===== config.mk =====
export PLATFORM = sky130hd
export DESIGN_NAME = ubrg_top
export DESIGN_NICKNAME = d
export VERILOG_FILES = /design/src/ubrg_pkg.sv /design/src/ubrg_edge_sync.sv /design/src/ubrg_divider.sv /design/src/ubrg_top.sv
export SDC_FILE = /design/constraint.sdc
export NUM_CORES = 1
export LEC_CHECK = 0
export ABC_AREA = 1
export BUFFER_PORTS_ARGS = -buffer_cell sky130_fd_sc_hd__buf_2
export CORE_MARGIN = 1.5
export CORE_UTILIZATION = 54
export CTS_CLUSTER_DIAMETER = 200
export CTS_CLUSTER_SIZE = 40
export DETAILED_ROUTE_END_ITERATION = 12
export GPL_TIMING_DRIVEN = 0
export PLACE_DENSITY = 0.81
export REMOVE_ABC_BUFFERS = 1
export SYNTH_ARGS = -nofsm -noshare
export SYNTH_HDL_FRONTEND = slang
export SYNTH_HIERARCHICAL = 1
export SYNTH_SLANG_ARGS = --single-unit

===== constraint.sdc =====
create_clock -name clock -period 2.9 [get_ports clock]
set_clock_uncertainty 0.2 [all_clocks]
set_input_delay 0.58 -clock clock [delete_from_list [all_inputs] [get_ports clock]]
set_output_delay 0.58 -clock clock [all_outputs]
set_load 0.03 [all_outputs]

===== src/ubrg_pkg.sv =====
// shared constants for the uart bit rate generator
package ubrg_pkg;
  // ---------------------------------------------------------------
  // register offsets (byte addresses)
  // ---------------------------------------------------------------
  localparam logic [4:0] OFS_DIV_HI = 5'h00;
  localparam logic [4:0] OFS_DIV_LO = 5'h04;
  localparam logic [4:0] OFS_CTRL2 = 5'h08;
  localparam logic [4:0] OFS_IRQ_STAT = 5'h0c;
  localparam logic [4:0] OFS_IRQ_MASK = 5'h10;
  localparam logic [4:0] OFS_GEN_STAT = 5'h14;
  // ---------------------------------------------------------------
  // field positions
  // ---------------------------------------------------------------
  localparam int BIT_GAP_IRQ_ON = 7;
  localparam int BIT_EDGE_IRQ_ON = 6;
  localparam int BIT_RCV_ON = 2;
  localparam int BIT_XMIT_ON = 3;
  localparam int BIT_ST_GAP = 0;
  localparam int BIT_ST_EDGE = 1;
  localparam int BIT_ST_TICK = 2;
  localparam int DIV_HI_BITS = 5;
  localparam int DIV_BITS = 13;
  localparam int OVERSAMPLE = 16;
  // ---------------------------------------------------------------
  // reset values
  // ---------------------------------------------------------------
  localparam logic [7:0] RST_DIV_HI = 8'h00;
  localparam logic [7:0] RST_DIV_LO = 8'h04;
  localparam logic [7:0] RST_CTRL2 = 8'h00;
  localparam logic [2:0] RST_IRQ = 3'h0;
  // ---------------------------------------------------------------
  // axi responses
  // ---------------------------------------------------------------
  localparam logic [1:0] RESP_OKAY = 2'h0;
  localparam logic [1:0] RESP_SLVERR = 2'h2;
endpackage : ubrg_pkg


===== src/ubrg_edge_sync.sv =====
// two flop synchroniser with rising edge pulse
`timescale 1ns/1ps
`default_nettype none
module ubrg_edge_sync (
  input wire logic clock,
  input wire logic sys_rst,
  input wire logic async_in,
  output logic rise
);
  logic s1_r;
  logic s2_r;
  logic s3_r;
  logic s1_nxt;
  logic s2_nxt;
  logic s3_nxt;

  // first flop only feeds the second
  always_comb begin
    s1_nxt = async_in;
    s2_nxt = s1_r;
    s3_nxt = s2_r;
  end

  always_ff @(posedge clock) begin
    if (sys_rst) begin
      s1_r <= 1'b0;
      s2_r <= 1'b0;
      s3_r <= 1'b0;
    end else begin
      s1_r <= s1_nxt;
      s2_r <= s2_nxt;
      s3_r <= s3_nxt;
    end
  end

  assign rise = s2_r & ~s3_r;
endmodule : ubrg_edge_sync
`default_nettype wire


===== src/ubrg_divider.sv =====
// modulo divider producing the oversample tick
`timescale 1ns/1ps
`default_nettype none
module ubrg_divider #(
  parameter int DW = 13
) (
  input wire logic clock,
  input wire logic sys_rst,
  input wire logic run,
  input wire logic [DW-1:0] divisor,
  output logic tick
);
  logic [DW-1:0] cnt_r;
  logic [DW-1:0] cnt_nxt;
  logic tick_r;
  logic tick_nxt;

  // counter frozen at zero when stopped, so nothing toggles
  // zero divisor stops the counter
  always_comb begin
    cnt_nxt = cnt_r;
    tick_nxt = 1'b0;
    if (!run || divisor == '0) begin
      cnt_nxt = '0;
    end else if (cnt_r >= divisor - DW'(1)) begin
      cnt_nxt = '0;
      tick_nxt = 1'b1;
    end else begin
      cnt_nxt = cnt_r + DW'(1);
    end
  end

  always_ff @(posedge clock) begin
    if (sys_rst) begin
      cnt_r <= '0;
      tick_r <= 1'b0;
    end else begin
      cnt_r <= cnt_nxt;
      tick_r <= tick_nxt;
    end
  end

  assign tick = tick_r;
endmodule : ubrg_divider
`default_nettype wire


===== src/ubrg_top.sv =====
// bit rate generator with divisor registers and axi4-lite slave
// Behaviour
// - one generator per port, shared tx/rx
// - six registers in the port, at most 8 bits wide
// - hi[4:0] write buffered until low write; hi[7:6] act at once
// - hi[4:0] and lo[7:0] form divisor
// - idle after reset until enable written
// - zero divisor stops the generator
// - bit rate is clock over sixteen divisor
// - hi bit 7 gates sync gap flag
// - hi bit 6 gates rx edge flag
//
// Local design decisions: the AXI4-Lite register port and the register offsets.
`timescale 1ns/1ps
`default_nettype none
module ubrg_top (
  input wire logic clock,
  input wire logic sys_rst,
  input wire logic [4:0] s_axi_awaddr,
  input wire logic s_axi_awvalid,
  output logic s_axi_awready,
  input wire logic [31:0] s_axi_wdata,
  input wire logic [3:0] s_axi_wstrb,
  input wire logic s_axi_wvalid,
  output logic s_axi_wready,
  output logic [1:0] s_axi_bresp,
  output logic s_axi_bvalid,
  input wire logic s_axi_bready,
  input wire logic [4:0] s_axi_araddr,
  input wire logic s_axi_arvalid,
  output logic s_axi_arready,
  output logic [31:0] s_axi_rdata,
  output logic [1:0] s_axi_rresp,
  output logic s_axi_rvalid,
  input wire logic s_axi_rready,
  input wire logic lin_sync_gap_in,
  input wire logic rx_pin_edge_in,
  output logic os_tick,
  output logic irq
);
  // ---------------------------------------------------------------
  // state
  // ---------------------------------------------------------------
  logic [7:0] divHi_r, divHi_nxt;
  logic [4:0] hiBuf_r, hiBuf_nxt;
  logic [7:0] divLo_r, divLo_nxt;
  logic [7:0] ctrl2_r, ctrl2_nxt;
  logic started_r, started_nxt;
  logic [2:0] stat_r, stat_nxt;
  logic [2:0] mask_r, mask_nxt;
  logic irq_r, irq_nxt;
  logic awHeld_r, awHeld_nxt;
  logic [4:0] awAddr_r, awAddr_nxt;
  logic wHeld_r, wHeld_nxt;
  logic [7:0] wData_r, wData_nxt;
  logic wStrb_r, wStrb_nxt;
  logic bValid_r, bValid_nxt;
  logic [1:0] bResp_r, bResp_nxt;
  logic rValid_r, rValid_nxt;
  logic [31:0] rData_r, rData_nxt;
  logic [1:0] rResp_r, rResp_nxt;
  logic awReady_r, awReady_nxt;
  logic wReady_r, wReady_nxt;
  logic arReady_r, arReady_nxt;
  logic gapRise, edgeRise, tickRaw, tick_r;
  logic [12:0] divisorValue;
  logic doWrite, doRead;

  // ---------------------------------------------------------------
  // address check, shared by both paths
  // ---------------------------------------------------------------
  function automatic logic addr_ok(input logic [4:0] a);
    addr_ok = (a == ubrg_pkg::OFS_DIV_HI) || (a == ubrg_pkg::OFS_DIV_LO) ||
              (a == ubrg_pkg::OFS_CTRL2) || (a == ubrg_pkg::OFS_IRQ_STAT) ||
              (a == ubrg_pkg::OFS_IRQ_MASK) || (a == ubrg_pkg::OFS_GEN_STAT);
  endfunction : addr_ok

  // ---------------------------------------------------------------
  // flag inputs cross from pins
  // ---------------------------------------------------------------
  // pulses shorter than one clock may slip past the synchroniser
  ubrg_edge_sync u_gap (
    .clock(clock),
    .sys_rst(sys_rst),
    .async_in(lin_sync_gap_in),
    .rise(gapRise)
  );
  ubrg_edge_sync u_edge (
    .clock(clock),
    .sys_rst(sys_rst),
    .async_in(rx_pin_edge_in),
    .rise(edgeRise)
  );

  // ---------------------------------------------------------------
  // divisor and generator
  // ---------------------------------------------------------------
  // divisor concatenation
  assign divisorValue = {divHi_r[ubrg_pkg::DIV_HI_BITS-1:0], divLo_r};

  // one tick stream serves both shifters, so they never drift apart
  // single generator feeds tx and rx
  // bus clock over sixteen times divisor
  ubrg_divider #(.DW(ubrg_pkg::DIV_BITS)) u_div (
    .clock(clock),
    .sys_rst(sys_rst),
    .run(started_r),
    .divisor(divisorValue),
    .tick(tickRaw)
  );

  // ---------------------------------------------------------------
  // axi handshakes: accept aw and w in any order
  // ---------------------------------------------------------------
  // next response held off until the last one is taken
  assign doWrite = awHeld_r && wHeld_r && !bValid_r;
  assign doRead = s_axi_arvalid && s_axi_arready;

  // next values for both channels; reads decode the live address
  always_comb begin
    awHeld_nxt = awHeld_r;
    awAddr_nxt = awAddr_r;
    wHeld_nxt = wHeld_r;
    wData_nxt = wData_r;
    wStrb_nxt = wStrb_r;
    bValid_nxt = bValid_r;
    bResp_nxt = bResp_r;
    rValid_nxt = rValid_r;
    rData_nxt = rData_r;
    rResp_nxt = rResp_r;
    if (s_axi_awvalid && s_axi_awready) begin
      awHeld_nxt = 1'b1;
      awAddr_nxt = s_axi_awaddr;
    end
    if (s_axi_wvalid && s_axi_wready) begin
      wHeld_nxt = 1'b1;
      wData_nxt = s_axi_wdata[7:0];
      wStrb_nxt = s_axi_wstrb[0];
    end
    if (doWrite) begin
      awHeld_nxt = 1'b0;
      wHeld_nxt = 1'b0;
      bValid_nxt = 1'b1;
      // unmapped offsets answer with an error and change nothing
      bResp_nxt = addr_ok(awAddr_r) ? ubrg_pkg::RESP_OKAY : ubrg_pkg::RESP_SLVERR;
    end else if (bValid_r && s_axi_bready) begin
      bValid_nxt = 1'b0;
    end
    if (doRead) begin
      rValid_nxt = 1'b1;
      rResp_nxt = addr_ok(s_axi_araddr) ? ubrg_pkg::RESP_OKAY : ubrg_pkg::RESP_SLVERR;
      rData_nxt = 32'h0000_0000;
      if (s_axi_araddr == ubrg_pkg::OFS_DIV_HI) begin
        rData_nxt[7:0] = divHi_r;
      end else if (s_axi_araddr == ubrg_pkg::OFS_DIV_LO) begin
        rData_nxt[7:0] = divLo_r;
      end else if (s_axi_araddr == ubrg_pkg::OFS_CTRL2) begin
        rData_nxt[7:0] = ctrl2_r;
      end else if (s_axi_araddr == ubrg_pkg::OFS_IRQ_STAT) begin
        rData_nxt[2:0] = stat_r;
      end else if (s_axi_araddr == ubrg_pkg::OFS_IRQ_MASK) begin
        rData_nxt[2:0] = mask_r;
      end else if (s_axi_araddr == ubrg_pkg::OFS_GEN_STAT) begin
        // reports stopped while the divisor is zero
        rData_nxt[0] = started_r && (divisorValue != 13'h0000);
      end
    end else if (rValid_r && s_axi_rready) begin
      rValid_nxt = 1'b0;
    end
  end

  // ---------------------------------------------------------------
  // ready flags
  // ---------------------------------------------------------------
  // readies stay low while an answer waits, so no second request
  // can slip in behind an unacknowledged response
  // registered so the ready pins come straight from flops
  always_comb begin
    awReady_nxt = !awHeld_nxt && !bValid_nxt;
    wReady_nxt = !wHeld_nxt && !bValid_nxt;
    arReady_nxt = !rValid_nxt;
  end

  // ---------------------------------------------------------------
  // register file and interrupt logic
  // ---------------------------------------------------------------
  // next register values; flag sets are applied last
  always_comb begin
    divHi_nxt = divHi_r;
    hiBuf_nxt = hiBuf_r;
    divLo_nxt = divLo_r;
    ctrl2_nxt = ctrl2_r;
    started_nxt = started_r;
    stat_nxt = stat_r;
    mask_nxt = mask_r;
    if (doWrite && wStrb_r) begin
      if (awAddr_r == ubrg_pkg::OFS_DIV_HI) begin
        hiBuf_nxt = wData_r[4:0];
        // enable bits act at once, unlike the divisor half
        divHi_nxt[7:6] = wData_r[7:6];
      end else if (awAddr_r == ubrg_pkg::OFS_DIV_LO) begin
        // low write commits buffered high half
        divLo_nxt = wData_r;
        divHi_nxt[4:0] = hiBuf_r;
      end else if (awAddr_r == ubrg_pkg::OFS_CTRL2) begin
        ctrl2_nxt = wData_r;
        // first enable write starts generator
        // latched for good: only reset clears it again
        if (wData_r[ubrg_pkg::BIT_RCV_ON] || wData_r[ubrg_pkg::BIT_XMIT_ON]) begin
          started_nxt = 1'b1;
        end
      end else if (awAddr_r == ubrg_pkg::OFS_IRQ_STAT) begin
        // write one to clear; a same-cycle set below still wins
        stat_nxt = stat_r & ~wData_r[2:0];
      end else if (awAddr_r == ubrg_pkg::OFS_IRQ_MASK) begin
        // mask shares the status layout
        mask_nxt = wData_r[2:0];
      end
    end
    // set wins over a same-cycle clear
    if (gapRise) begin
      stat_nxt[ubrg_pkg::BIT_ST_GAP] = 1'b1;
    end
    if (edgeRise) begin
      stat_nxt[ubrg_pkg::BIT_ST_EDGE] = 1'b1;
    end
    if (tickRaw) begin
      stat_nxt[ubrg_pkg::BIT_ST_TICK] = 1'b1;
    end
    // gap flag gated by hi bit 7
    // edge flag gated by hi bit 6
    // tick flag has no enable bit: the mask alone gates it
    irq_nxt = |(stat_r & mask_r & {1'b1, divHi_r[ubrg_pkg::BIT_EDGE_IRQ_ON],
                                   divHi_r[ubrg_pkg::BIT_GAP_IRQ_ON]});
  end

  always_ff @(posedge clock) begin
    if (sys_rst) begin
      divHi_r <= ubrg_pkg::RST_DIV_HI;
      hiBuf_r <= 5'h00;
      divLo_r <= ubrg_pkg::RST_DIV_LO;
      ctrl2_r <= ubrg_pkg::RST_CTRL2;
      started_r <= 1'b0;
      stat_r <= ubrg_pkg::RST_IRQ;
      mask_r <= ubrg_pkg::RST_IRQ;
      irq_r <= 1'b0;
      tick_r <= 1'b0;
      awReady_r <= 1'b1;
      wReady_r <= 1'b1;
      arReady_r <= 1'b1;
      awHeld_r <= 1'b0;
      awAddr_r <= 5'h00;
      wHeld_r <= 1'b0;
      wData_r <= 8'h00;
      wStrb_r <= 1'b0;
      bValid_r <= 1'b0;
      bResp_r <= 2'h0;
      rValid_r <= 1'b0;
      rData_r <= 32'h0000_0000;
      rResp_r <= 2'h0;
    end else begin
      divHi_r <= divHi_nxt;
      hiBuf_r <= hiBuf_nxt;
      divLo_r <= divLo_nxt;
      ctrl2_r <= ctrl2_nxt;
      started_r <= started_nxt;
      stat_r <= stat_nxt;
      mask_r <= mask_nxt;
      irq_r <= irq_nxt;
      tick_r <= tickRaw;
      awReady_r <= awReady_nxt;
      wReady_r <= wReady_nxt;
      arReady_r <= arReady_nxt;
      awHeld_r <= awHeld_nxt;
      awAddr_r <= awAddr_nxt;
      wHeld_r <= wHeld_nxt;
      wData_r <= wData_nxt;
      wStrb_r <= wStrb_nxt;
      bValid_r <= bValid_nxt;
      bResp_r <= bResp_nxt;
      rValid_r <= rValid_nxt;
      rData_r <= rData_nxt;
      rResp_r <= rResp_nxt;
    end
  end

  // ---------------------------------------------------------------
  // outputs: each port is a plain copy of a flop
  // ---------------------------------------------------------------
  // no gates here, so no glitch or long path reaches the pins
  assign s_axi_awready = awReady_r;
  assign s_axi_wready = wReady_r;
  assign s_axi_arready = arReady_r;
  assign s_axi_bvalid = bValid_r;
  assign s_axi_bresp = bResp_r;
  assign s_axi_rvalid = rValid_r;
  assign s_axi_rdata = rData_r;
  assign s_axi_rresp = rResp_r;
  assign os_tick = tick_r;
  assign irq = irq_r;
endmodule : ubrg_top
`default_nettype wire


# After elaboration in Yosys (flattened, before gate mapping)
# Cells that the tools add are included.
[op_classes]
addsub = 2
mul = 0
div_mod_pow = 0
magnitude_cmp = 1
n_eq_ne = 19
n_shift = 0
mux = 27
bitwise = 12
reduce_logical = 50
[ops]
columns = ["operator", "n"]
rows = [
  ["2-to-1 mux 3 bit", 7],
  ["== test 5 x 4 -> 1 bit, second input constant", 4],
  ["== test 5 bit, second input constant", 4],
  ["AND reduction 5 bit", 4],
  ["2-to-1 mux 8 bit", 2],
  ["2-to-1 mux 1 bit", 14],
  ["adder 13 x 1 -> 13 bit, second input constant", 1],
  [">= comparator 13 bit", 1],
  ["zero test 13 bit", 1],
  ["nonzero test 13 bit", 1],
  ["subtractor 13 x 1 -> 13 bit, second input constant", 1],
  ["logical OR 1 bit", 12],
  ["inequality test 2 bit, second input constant", 6],
  ["nonzero test 2 bit", 6],
  ["logical AND 1 bit", 11],
  ["== test 5 x 3 -> 1 bit, second input constant", 2],
  ["zero test 5 bit", 2],
  ["AND 3 bit", 3],
  ["zero test 1 bit", 6],
  ["2-to-1 mux 2 bit", 3],
  ["inequality test 2 x 1 -> 1 bit, second input constant", 3],
  ["inverter 1 bit", 6],
  ["AND reduction 6 bit", 1],
  ["OR reduction 3 bit", 2],
  ["other kinds (7)", 8],
]
[totals]
regBits = 90
latchBits = 0
ram_bits = 0
rom_bits = 0
input_bits = 55
elab_cells = 144
mem_count = 0

# Logic depth before layout (Yosys ltp)
# Gate-level depths: netlist (run 1).
[logic_depth]
word_depth = 8
ltp_mapped = 16
mapped_depth_nobuf = 15

# Modules after synthesis
# The synthesis (run 1) kept the hierarchy.
[by_module_without_submodules]
columns = ["mod", "instances", "cells_each", "area_per_inst_um2", "seq_area_each_um2"]
rows = [
  ["ubrg_top", 1, 384, 2930.3, 1361.3],
  ["ubrg_divider", 1, 186, 1233.7, 280.3],
  ["ubrg_edge_sync", 2, 10, 86.3, 60.1],
]

# Worst setup path before layout (run 1)
# Ideal clock, no wire load.
[synth_timing]
path_type = "register -> register"
start = "register divLo_r[0]"
end = "register u_div.cnt_r[2]"
setup_time_ps = 116
arrival_time_ps = 2055
required_time_ps = 2584
path_slack_ps = 530
path_stages_with_launch = 14
n_path_buf = 1
period_less_slack_ps = 2370
path_cell_list = "dfxtp_1 inv_1 ha_1 nand4_1 nor3_1 xor2_1 ha_1 nand2_1 nor2_1 a21boi_0 nor2_1 nand3_2 buf_6 nor2_1"
[synth_via]
elab_chain_cells = 3
[synth_rtl]
columns = ["item", "line_no", "source"]
rows = [
  ["from (decl)", "ubrg_top.sv:46", "logic [7:0] divLo_r, divLo_nxt;"],
  ["from (signal assigned)", "ubrg_top.sv:241", "divLo_r <= ubrg_pkg::RST_DIV_LO;"],
  ["from (signal assigned)", "ubrg_top.sv:264", "divLo_r <= divLo_nxt;"],
  ["subtractor 13 x 1 -> 13 bit or zero test 13 bit (tied branches)", "ubrg_divider.sv:25, ubrg_divider.sv:23", ""],
  [">= comparator 13 bit or logical OR 1 bit (tied branches)", "ubrg_divider.sv:25, ubrg_divider.sv:23", ""],
  ["OR reduction 3 bit (no source line) *", "-", ""],
  ["to (signal assigned)", "ubrg_divider.sv:38", "cnt_r <= cnt_nxt;"],
  ["to (decl)", "ubrg_divider.sv:13", "logic [DW-1:0] cnt_r;"],
]
# Mark *: on every way between the ends. The rest lies on a longest branch, timed or not.
# A chain may end at the register's enable or synchronous reset.

# Final worst setup path (run 1)
[layout_timing]
start = "register divLo_r[0]"
end = "register u_div.tick_r (netlist: u_div/tick)"
[layout_via]
elab_chain_cells = 3
[layout_rtl]
columns = ["item", "line_no", "source"]
rows = [
  ["subtractor 13 x 1 -> 13 bit or zero test 13 bit (tied branches)", "ubrg_divider.sv:25, ubrg_divider.sv:23", ""],
  [">= comparator 13 bit or logical OR 1 bit (tied branches)", "ubrg_divider.sv:25, ubrg_divider.sv:23", ""],
  ["2-to-1 mux 1 bit or OR reduction 2 bit (tied branches)", "-", ""],
  ["to (signal assigned)", "ubrg_divider.sv:39", "tick_r <= tick_nxt;"],
  ["to (decl)", "ubrg_divider.sv:15", "logic tick_r;"],
]
# Several ways; a longest one is shown, not always the timed one.

==> report_table.html, run 1 <==
<table>
<tr><th>Metric</th><th>Value</th></tr>
<tr><th colspan="2">Status</th></tr>
<tr><td>Outcome</td><td>complete, no violations</td></tr>
<tr><th colspan="2">Global routing</th></tr>
<tr><td>Wire length of the first global-routing pass</td><td>around 15000 um</td></tr>
<tr><td>Pin count of the biggest net entering global routing</td><td>45</td></tr>
<tr><td>Antenna violations before repair</td><td>0</td></tr>
<tr><td>All-layer global routing usage</td><td>between 20 and 25%</td></tr>
<tr><td>GRT overflow</td><td>0</td></tr>
<tr><td>Via count of the first global-routing pass</td><td>3387</td></tr>
<tr><th colspan="2">Die</th></tr>
<tr><td>Core footprint</td><td>between 0.007 and 0.008 mm^2</td></tr>
<tr><td>Effective utilization at floorplan</td><td>between 50 and 60%</td></tr>
<tr><td>Number of I/O pins</td><td>between 90 and 100</td></tr>
<tr><td>Die outline area</td><td>0.00858 mm^2</td></tr>
<tr><td>Floorplan die width</td><td>just over 90 um</td></tr>
<tr><td>DIE HEIGHT</td><td>between 90 and 100 um</td></tr>
<tr><td>Placement row count</td><td>32</td></tr>
<tr><th colspan="2">Worst setup path</th></tr>
<tr><td>Critical path data arrival time</td><td>2.80 ns</td></tr>
<tr><td>Reg2Reg Capture Point</td><td>u_div/tick$_SDFF_PP0_</td></tr>
<tr><td>Register-to-Register Path Depth</td><td>11</td></tr>
<tr><td>Capture point of the critical path</td><td>u_div/tick$_SDFF_PP0_</td></tr>
<tr><td>Series of cell instances along the critical path</td><td>inv_2, ha_2, nand4_1, nor2_1, xor2_1, ha_1, nand2_1, nor2_1, a21boi_1, nor2_4, a21boi_0</td></tr>
<tr><td>Reg2Reg Setup Slack</td><td>between 0.15 and 0.2 ns</td></tr>
<tr><td>Worst Path Class, Setup</td><td>reg2reg</td></tr>
<tr><td>Critical Path RT</td><td>2.95 ns</td></tr>
<tr><td>CP most frequent cell</td><td>sky130_fd_sc_hd__nor2_1</td></tr>
<tr><td>Slowest-stage cell, CP</td><td>sky130_fd_sc_hd__dfxtp_1</td></tr>
<tr><td>Critical path's largest stage delay</td><td>0.48 ns</td></tr>
<tr><td>Logic depth of the worst path, buffers included</td><td>11</td></tr>
<tr><td>Startpoint of the worst register-to-register path</td><td>divLo_r[0]$_SDFFE_PP0P_</td></tr>
<tr><td>CP bufs+invs</td><td>1</td></tr>
<tr><td>Critical path endpoint category</td><td>flip-flop</td></tr>
<tr><td>Category of the worst setup path launch point</td><td>flip-flop</td></tr>
<tr><td>Worst setup startpoint</td><td>divLo_r[0]$_SDFFE_PP0P_</td></tr>
<tr><td>Crit Path Max Fanout</td><td>6</td></tr>
<tr><td>Kind of cell adding the most delay to the critical path</td><td>compound AO/OA/AOI/OAI gates</td></tr>
<tr><th colspan="2">Power</th></tr>
<tr><td>Worst IR drop on VDD</td><td>397 uV</td></tr>
<tr><td>Static Leak</td><td>about 0.0021 uW</td></tr>
<tr><td>Pwr per Cell Area</td><td>490 mW/mm^2</td></tr>
<tr><th colspan="2">Placement</th></tr>
<tr><td>DP Wirelength</td><td>between 6000 and 7000 um</td></tr>
<tr><td>Placement-stage cell area</td><td>roughly 0.0045 mm^2</td></tr>
<tr><td>Placed cell count</td><td>a little over 700</td></tr>
<tr><td>Count of input and output buffers</td><td>44</td></tr>
<tr><td>Post-placement setup slack</td><td>between 0.06 and 0.07 ns</td></tr>
<tr><td>Global placer's final weighted congestion</td><td>roughly 0.9</td></tr>
<tr><th colspan="2">Clocking</th></tr>
<tr><td>CTS max path bufs</td><td>2</td></tr>
<tr><td>TritonCTS clock tree</td><td>done</td></tr>
<tr><td>CTS Sinks</td><td>88</td></tr>
<tr><td>CTS hold repair buffers</td><td>0</td></tr>
<tr><td>Clock buffers created by TritonCTS</td><td>9</td></tr>
<tr><td>Htree depth</td><td>3</td></tr>
<tr><td>Clock-pin transition on the worst setup and hold timing paths</td><td>0.09 ns</td></tr>
<tr><td>Clock latency of the later-clocked register in the worst-skew pair</td><td>0.36 ns</td></tr>
<tr><td>Root Buffer Master</td><td>sky130_fd_sc_hd__clkbuf_8</td></tr>
<tr><th colspan="2">STA</th></tr>
<tr><td>Final critical-path setup slack</td><td>approximately 0.16 ns</td></tr>
<tr><td>Final-report setup violation count</td><td>0</td></tr>
<tr><td>Slew at the pin closest to its max-slew limit</td><td>approximately 1.1 ns</td></tr>
<tr><td>Worst slew slack as a fraction of its limit</td><td>25.1%</td></tr>
<tr><td>Worst hold slack</td><td>roughly 0.21 ns</td></tr>
<tr><td>Final worst path period need</td><td>2.74 ns</td></tr>
<tr><td>F_max</td><td>365 MHz</td></tr>
<tr><td>Final number of max-transition violations</td><td>0</td></tr>
<tr><td>Final count of hold timing violations</td><td>0</td></tr>
<tr><td>Share of the clock period used by the worst path</td><td>94.5%</td></tr>
<tr><th colspan="2">Job</th></tr>
<tr><td>Maximum Capacitance Violations</td><td>0</td></tr>
<tr><th colspan="2">Detailed routing</th></tr>
<tr><td>Count of vias placed by the detailed router</td><td>between 3k and 4k</td></tr>
<tr><td>Average via count per standard cell</td><td>approximately 5</td></tr>
<tr><td>Post-detailed-route count of antenna-violating nets</td><td>0</td></tr>
<tr><td>Detailed-routing iteration count for the pre-antenna-repair pass</td><td>4</td></tr>
<tr><td>Starting DRT DRC Count</td><td>about 160</td></tr>
<tr><td>Average wire length per cell after detail routing</td><td>roughly 12 um</td></tr>
<tr><td>Total DRC errors in the routed layout</td><td>0</td></tr>
<tr><td>Total Routed Length</td><td>8580 um</td></tr>
<tr><th colspan="2">Yosys</th></tr>
<tr><td>Share of synthesized area occupied by flip-flops and latches</td><td>roughly two fifths</td></tr>
<tr><td>Xor-xnor portion of the synthesized cell area</td><td>between 3 and 4%</td></tr>
<tr><td>Synthesis warning total</td><td>6</td></tr>
<tr><td>Number of unique standard cell types used by synthesis</td><td>34</td></tr>
<tr><td>Number of instances in the synthesized netlist</td><td>between 500 and 600</td></tr>
<tr><td>Synthesis-stage register bit count</td><td>88</td></tr>
<tr><td>Share of synthesized area spent on multiplexers</td><td>0%</td></tr>
<tr><td>Netlist area before placement</td><td>~0.0043 mm^2</td></tr>
<tr><td>Share of the synthesized area in compound gates (AO/OA/AOI/OAI)</td><td>~14%</td></tr>
<tr><td>Synth Area in Adders</td><td>between 4 and 5%</td></tr>
<tr><td>Largest family of logic cells by synthesized area</td><td>simple AND/OR/NAND/NOR gates</td></tr>
<tr><td>Syn Area/Cell</td><td>roughly 7.4 um^2</td></tr>
<tr><td>Basic-gate share of the synthesized area counting and, or, nand and nor cells</td><td>a little under a quarter</td></tr>
<tr><th colspan="2">Finish</th></tr>
<tr><td>Layout overhead on the synthesized area</td><td>9.09%</td></tr>
<tr><td>Fraction of layout instances using a drive strength above 1</td><td>14.4%</td></tr>
<tr><td>Diode insertion count for antenna repair</td><td>0</td></tr>
<tr><td>Final net count</td><td>slightly above 700</td></tr>
<tr><td>Count of non-filler cells in the finished layout</td><td>740</td></tr>
<tr><td>Fin area</td><td>0.00473 mm^2</td></tr>
<tr><th colspan="2">Min path</th></tr>
<tr><td>Tightest Hold Check Type</td><td>in2reg</td></tr>
</table>
==> synth_stat cells (all sizes together) <==
master,count,area (um^2)
a21oi,45,229
dfxtp,88,1760
and3,1,6.26
nand4,8,50.1
xor2,13,114
clkbuf,7,26.3
a21boi,2,15.0
nand3,22,135
o21bai,1,7.51
or2,2,12.5
o22ai,2,12.5
o21ai,52,260
ha,16,200
conb,1,3.75
xnor2,5,43.8
nor2,113,472
a211oi,5,37.5
nor3,6,46.3
nand2,77,292
o211ai,3,22.5
a31oi,4,25.0
buf,31,241
inv,86,323
==> cells by family after synthesis <==
group | Yosys count
adder cells (fa/ha/maj) | 16
XOR/XNOR | 18
AO/OA/AOI/OAI | 114
other | 1
AND/OR/NAND/NOR | 229
flip-flops | 88
buffers and inverters | 124
==> how the worst min path moves through the flow <==
stage,start,cells after the start,endpoint,slack (ns)
after floorplan,u_edge/s1_r$_SDFF_PP0_,2,u_edge/s2_r$_SDFF_PP0_,0.19
after global placement,u_edge/s1_r$_SDFF_PP0_,2,u_edge/s2_r$_SDFF_PP0_,0.19
after detailed placement,u_edge/s1_r$_SDFF_PP0_,2,u_edge/s2_r$_SDFF_PP0_,0.20
after CTS,rx_pin_edge_in,3,u_edge/s1_r$_SDFF_PP0_,0.20
after global routing,rx_pin_edge_in,3,u_edge/s1_r$_SDFF_PP0_,0.20
final,rx_pin_edge_in,3,u_edge/s1_r$_SDFF_PP0_,0.21
==> area by class of cell <==
class	count	area, um^2
repair buffers	45	228
clock buffers	10	138
inverters	86	323
well taps	102	128
flip-flops and latches	88	1760
clock inverters	6	47.5
fillers	730	3040
multi-input cells	403	2110
==> sequential cells by signal, indices dropped and copies added, names as in the netlist, 3 cells and up <==
name,cells
divLo_r,8
wData_r,8
divHi_r,7
u_div/cnt_r,13
ctrl2_r,8
stat_r,3
hiBuf_r,5
s_axi_rdata,8
awAddr_r,5
mask_r,3
==> where the power goes <==
part | internal, uW | switching, uW | leakage, uW
Clock | 347 | 443 | 0.0000994
Sequential | 1250 | 27.7 | 0.000717
Combinational | 64.9 | 185 | 0.00125
Total | 1660 | 656 | 0.00207
==> repair_timing <==
item | 4_1_cts | 5_1_grt
gates resized for setup | 0 | 8
buffers inserted | 0 | 1
setup endpoints to repair | 0 | 14
==> worst reg2reg max path, cell delays in order, from the launching register on <==
cell and delay, ns:
sky130_fd_sc_hd__dfxtp_1 0.48, sky130_fd_sc_hd__inv_2 0.10, sky130_fd_sc_hd__ha_2 0.22, sky130_fd_sc_hd__nand4_1 0.15, sky130_fd_sc_hd__nor2_1 0.07, sky130_fd_sc_hd__xor2_1 0.15
sky130_fd_sc_hd__ha_1 0.30, sky130_fd_sc_hd__nand2_1 0.07, sky130_fd_sc_hd__nor2_1 0.21, sky130_fd_sc_hd__a21boi_1 0.33, sky130_fd_sc_hd__nor2_4 0.09, sky130_fd_sc_hd__a21boi_0 0.27
==> layout by cell type, fill, tap and decap left out, types with 13 or more instances in the layout <==
master	count
sky130_fd_sc_hd__conb_1	26
sky130_fd_sc_hd__dfxtp_1	88
sky130_fd_sc_hd__nor2_1	105
sky130_fd_sc_hd__nand3_1	17
sky130_fd_sc_hd__ha_1	15
sky130_fd_sc_hd__nand2_1	76
sky130_fd_sc_hd__a21oi_1	44
sky130_fd_sc_hd__o21ai_0	43
sky130_fd_sc_hd__inv_1	77
sky130_fd_sc_hd__xor2_1	13
sky130_fd_sc_hd__buf_2	44
==> metal layers <==
metal  wire length [um]  up-vias  GRT usage, %
met4                141        0          6.94
li1                   -     1917             -
met3                509       15          6.16
met2               4000      114          35.5
met5                  0        -             0
met1               3930     1671          27.3
==> metrics by stage <==
| stage | total power (uW) | util (%) | setup TNS (ns) |
|---|---|---|---|
| after floorplan | 1480 | - | 0 |
| after global placement | 1550 | 58.1 | 0 |
| after detailed placement | 1560 | 58.1 | 0 |
| after CTS | 2340 | 60.5 | 0 |
| after global routing | 2430 | 60.9 | -0.00256 |
| final | 2320 | 60.9 | 0 |
No activity file was read; power rests on OpenSTA's default activity.
==> inputs of run 2 (changes only) <==
- CORE_UTILIZATION: 54 -> 56
- CTS_BUF_LIST: default -> sky130_fd_sc_hd__clkbuf_4
- PLACE_DENSITY: 0.81 -> 0.83
==> run 2 against run 1 <==
Global-route usage is 0.75 points higher. Worst setup slack gained 0.017 ns. Via count rose by 0.86%.
==> report_table.html, run 2 (synthesis gave the netlist of run 1 again) <==
<table>
<tr><th>Metric</th><th>Value</th></tr>
<tr><th colspan="2">Finish</th></tr>
<tr><td>Fraction of layout instances using a drive strength above 1</td><td>14.0% (-0.45 points)</td></tr>
<tr><td>Most common cell after layout, fill and taps aside</td><td>sky130_fd_sc_hd__nor2_1</td></tr>
<tr><td>Count of non-filler cells in the finished layout</td><td>736 (-0.54%)</td></tr>
<tr><td>Number of flip-flops in the largest register</td><td>13 (unchanged)</td></tr>
<tr><td>Commonest cells after routing, fill and taps aside</td><td>105 x sky130_fd_sc_hd__nor2_1, 87 x sky130_fd_sc_hd__dfxtp_1, 78 x sky130_fd_sc_hd__inv_1</td></tr>
<tr><td>Fin area</td><td>0.00468 mm^2 (-1.1%)</td></tr>
<tr><td>Most flops, register</td><td>u_div/cnt_r</td></tr>
<tr><td>Diode insertion count for antenna repair</td><td>0 (unchanged)</td></tr>
<tr><td>Layout overhead on the synthesized area</td><td>7.88%</td></tr>
<tr><td>Final net count</td><td>703 (-0.14%)</td></tr>
<tr><th colspan="2">Die</th></tr>
<tr><td>Core footprint</td><td>0.00737 mm^2 (-5.1%)</td></tr>
<tr><td>Placement row count</td><td>31 (-3.1%)</td></tr>
<tr><td>Die outline area</td><td>0.00828 mm^2 (-3.5%)</td></tr>
<tr><td>Effective utilization at floorplan</td><td>58.8% (+3.0 points)</td></tr>
<tr><td>Number of I/O pins</td><td>98 (unchanged)</td></tr>
<tr><td>Floorplan die width</td><td>91 um (-1.7%)</td></tr>
<tr><td>DIE HEIGHT</td><td>91 um (-1.7%)</td></tr>
<tr><th colspan="2">Placement</th></tr>
<tr><td>Placed cell count</td><td>720 (-0.41%)</td></tr>
<tr><td>DP Wirelength</td><td>6630 um (+1.9%)</td></tr>
<tr><td>Count of input and output buffers</td><td>44 (unchanged)</td></tr>
<tr><td>Global placer's final weighted congestion</td><td>0.885 (+0.26%)</td></tr>
<tr><td>Placement-stage cell area</td><td>0.00451 mm^2 (about the same)</td></tr>
<tr><th colspan="2">Clocking</th></tr>
<tr><td>Clock-pin transition on the worst setup and hold timing paths</td><td>0.15 ns (+0.06 ns)</td></tr>
<tr><td>Clock buffers created by TritonCTS</td><td>9 (unchanged)</td></tr>
<tr><td>Root Buffer Master</td><td>sky130_fd_sc_hd__clkbuf_4</td></tr>
<tr><td>Post-CTS setup repair buffer count</td><td>0 (unchanged)</td></tr>
<tr><td>Clock latency of the later-clocked register in the worst-skew pair</td><td>0.44 ns (+0.08 ns)</td></tr>
<tr><td>TritonCTS clock tree</td><td>done</td></tr>
<tr><td>CTS Sinks</td><td>88 (unchanged)</td></tr>
<tr><td>Htree depth</td><td>3 (unchanged)</td></tr>
<tr><td>CTS max path bufs</td><td>2 (unchanged)</td></tr>
<tr><td>CTS hold repair buffers</td><td>0 (unchanged)</td></tr>
<tr><th colspan="2">Detailed routing</th></tr>
<tr><td>Average wire length per cell after detail routing</td><td>11.8 um (+1.7%)</td></tr>
<tr><td>Post-detailed-route count of antenna-violating nets</td><td>0 (unchanged)</td></tr>
<tr><td>Average via count per standard cell</td><td>5.09 (+1.4%)</td></tr>
<tr><td>Count of vias placed by the detailed router</td><td>3749 (+0.86%)</td></tr>
<tr><td>Detailed-routing iteration count for the pre-antenna-repair pass</td><td>6 (+2)</td></tr>
<tr><td>Total DRC errors in the routed layout</td><td>0 (unchanged)</td></tr>
<tr><td>Starting DRT DRC Count</td><td>204 (+25%)</td></tr>
<tr><td>Total Routed Length</td><td>8670 um (+1.1%)</td></tr>
<tr><th colspan="2">Worst setup path</th></tr>
<tr><td>Critical Path RT</td><td>3.04 ns (+0.09 ns)</td></tr>
<tr><td>Worst Path Class, Setup</td><td>reg2reg</td></tr>
<tr><td>Category of the worst setup path launch point</td><td>flip-flop</td></tr>
<tr><td>Crit Path Max Fanout</td><td>13 (+7)</td></tr>
<tr><td>Register-to-Register Path Depth</td><td>12 (+1)</td></tr>
<tr><td>Startpoint of the worst register-to-register path</td><td>divLo_r[1]$_SDFFE_PP0P_</td></tr>
<tr><td>Reg2Reg Capture Point</td><td>u_div/cnt_r[8]$_SDFF_PP0_</td></tr>
<tr><td>Critical path data arrival time</td><td>2.87 ns (+0.07 ns)</td></tr>
<tr><td>Critical path endpoint category</td><td>flip-flop</td></tr>
<tr><td>Reg2Reg Setup Slack</td><td>0.18 ns (+0.02 ns)</td></tr>
<tr><th colspan="2">STA</th></tr>
<tr><td>Final worst path period need</td><td>2.72 ns (-0.0175 ns)</td></tr>
<tr><td>Final count of hold timing violations</td><td>0 (unchanged)</td></tr>
<tr><td>Worst slew slack as a fraction of its limit</td><td>27.9% (+2.8 points)</td></tr>
<tr><td>Worst hold slack</td><td>0.119 ns (-0.0870 ns)</td></tr>
<tr><td>Setup repair after global routing missed its margin</td><td>no</td></tr>
<tr><td>Share of the clock period used by the worst path</td><td>93.9% (-0.60 points)</td></tr>
<tr><td>Slew at the pin closest to its max-slew limit</td><td>1.08 ns (-0.0425 ns)</td></tr>
<tr><td>Final-report setup violation count</td><td>0 (unchanged)</td></tr>
<tr><td>Final number of max-transition violations</td><td>0 (unchanged)</td></tr>
<tr><td>Accumulated negative setup slack</td><td>0 ns (unchanged)</td></tr>
<tr><td>F_max</td><td>367 MHz (+0.64%)</td></tr>
<tr><th colspan="2">Power</th></tr>
<tr><td>Clock Power Share</td><td>32.2% (-1.8 points)</td></tr>
<tr><td>Pwr per Cell Area</td><td>483 mW/mm^2 (-1.5%)</td></tr>
<tr><td>Gate power share</td><td>11.1% (+0.3 points)</td></tr>
<tr><td>Worst IR drop on VDD</td><td>619 uV (+56%)</td></tr>
<tr><td>Proportion of power drawn by flip-flops and latches</td><td>56.7% (+1.5 points)</td></tr>
<tr><td>Reported net switching power</td><td>662 uW (+0.91%)</td></tr>
<tr><td>Switching Fraction</td><td>29.3% (+1.0 points)</td></tr>
<tr><td>Internal</td><td>1600 uW (-4.0%)</td></tr>
<tr><td>Static Leak</td><td>0.00203 uW (-1.6%)</td></tr>
<tr><th colspan="2">Job</th></tr>
<tr><td>Maximum Capacitance Violations</td><td>0 (unchanged)</td></tr>
<tr><th colspan="2">Status</th></tr>
<tr><td>Outcome</td><td>complete, no violations</td></tr>
<tr><th colspan="2">Min path</th></tr>
<tr><td>Worst Hold End</td><td>u_edge/s1_r$_SDFF_PP0_</td></tr>
<tr><td>Worst Hold Launch</td><td>rx_pin_edge_in</td></tr>
<tr><td>Tightest Hold Check Type</td><td>in2reg</td></tr>
<tr><td>Hold Path Stages</td><td>3 (unchanged)</td></tr>
<tr><th colspan="2">Global routing</th></tr>
<tr><td>Antenna violations before repair</td><td>0 (unchanged)</td></tr>
<tr><td>Pin count of the biggest net entering global routing</td><td>45 (unchanged)</td></tr>
<tr><td>Wire length of the first global-routing pass</td><td>15100 um (+2.1%)</td></tr>
<tr><td>All-layer global routing usage</td><td>22.3% (+0.75 points)</td></tr>
<tr><td>Via count of the first global-routing pass</td><td>3556 (+5.0%)</td></tr>
<tr><td>GRT overflow</td><td>0 (unchanged)</td></tr>
</table>
-- run 2: cell count changes in the layout (fill, tap and decap cells not counted), moves of 2 or more --
cell / previous run / this run
sky130_fd_sc_hd__clkbuf_4: 0 / 9
sky130_fd_sc_hd__clkinvlp_4: 0 / 2
sky130_fd_sc_hd__clkinv_2: 2 / 0
sky130_fd_sc_hd__clkbuf_8: 10 / 0
-- run 2: layout make-up --
| cell class | instances | area, um^2 |
|---|---|---|
| Clock buffer | 9 | 67.6 |
| Multi-Input combinational cell | 403 | 2090 |
| Fill cell | 690 | 2690 |
| Timing Repair Buffer | 44 | 220 |
| Inverter | 86 | 323 |
| Clock inverter | 7 | 87.6 |
| Tap cell | 99 | 124 |
| Sequential cell | 88 | 1760 |
-- run 2: worst max-delay path by stage --
stage | start | to | slack [ns] | cells after the start
after floorplan | divLo_r[0]$_SDFFE_PP0P_ | u_div/cnt_r[0]$_SDFF_PP0_ | 0.55 | 13
after global placement | divLo_r[0]$_SDFFE_PP0P_ | u_div/cnt_r[0]$_SDFF_PP0_ | 0.22 | 13
after detailed placement | divLo_r[0]$_SDFFE_PP0P_ | u_div/cnt_r[8]$_SDFF_PP0_ | 0.12 | 13
after CTS | divLo_r[0]$_SDFFE_PP0P_ | u_div/cnt_r[8]$_SDFF_PP0_ | 0.08 | 13
after global routing | divLo_r[1]$_SDFFE_PP0P_ | u_div/cnt_r[3]$_SDFF_PP0_ | 0.02 | 13
final | divLo_r[1]$_SDFFE_PP0P_ | u_div/cnt_r[8]$_SDFF_PP0_ | 0.18 | 12
-- run 2: what timing repair did --
action                                  CTS  global route
endpoints found under the setup margin    0            13
hold endpoints to repair                  0             0
resized for setup                         0             5
-- run 2: per-layer routing --
layer	vias up	part of all wire [%]	track usage, %
li1	1922	-	-
met3	17	7.4	6.20
met4	0	2.0	7.29
met1	1670	44	27.3
met2	140	47	37.8
met5	-	0	0
-- run 2: per-stage QoR --
step                      util (%)  setup WS, ns  power, uW
final                         63.5         0.177       2260
after detailed placement      61.2         0.121       1560
after global routing          63.5        0.0235       2360
after global placement        61.2         0.219       1550
after CTS                     63.3        0.0825       2270
after floorplan                  -         0.551       1480
-- run 2: power groups by stage --
stage / combinational, uW / clock [uW] / sequential, uW
final: 250 / 728 / 1280
after global routing: 277 / 794 / 1290
after CTS: 250 / 739 / 1280
after detailed placement: 250 / 0 / 1310
after global placement: 244 / 0 / 1310
after floorplan: 150 / 0 / 1330
-- run 2: worst max-delay path, cell delays in order, from the launching register on --
cell                       delay (ns)
sky130_fd_sc_hd__dfxtp_1         0.38
sky130_fd_sc_hd__inv_1           0.14
sky130_fd_sc_hd__ha_1            0.25
sky130_fd_sc_hd__nand4_1         0.19
sky130_fd_sc_hd__nor3_1          0.22
sky130_fd_sc_hd__xor2_1          0.10
sky130_fd_sc_hd__ha_1            0.31
sky130_fd_sc_hd__nand2_1         0.05
sky130_fd_sc_hd__nor2_1          0.19
sky130_fd_sc_hd__a21boi_1        0.27
sky130_fd_sc_hd__nor2_2          0.09
sky130_fd_sc_hd__nand3_4         0.17
sky130_fd_sc_hd__nor2_1          0.07
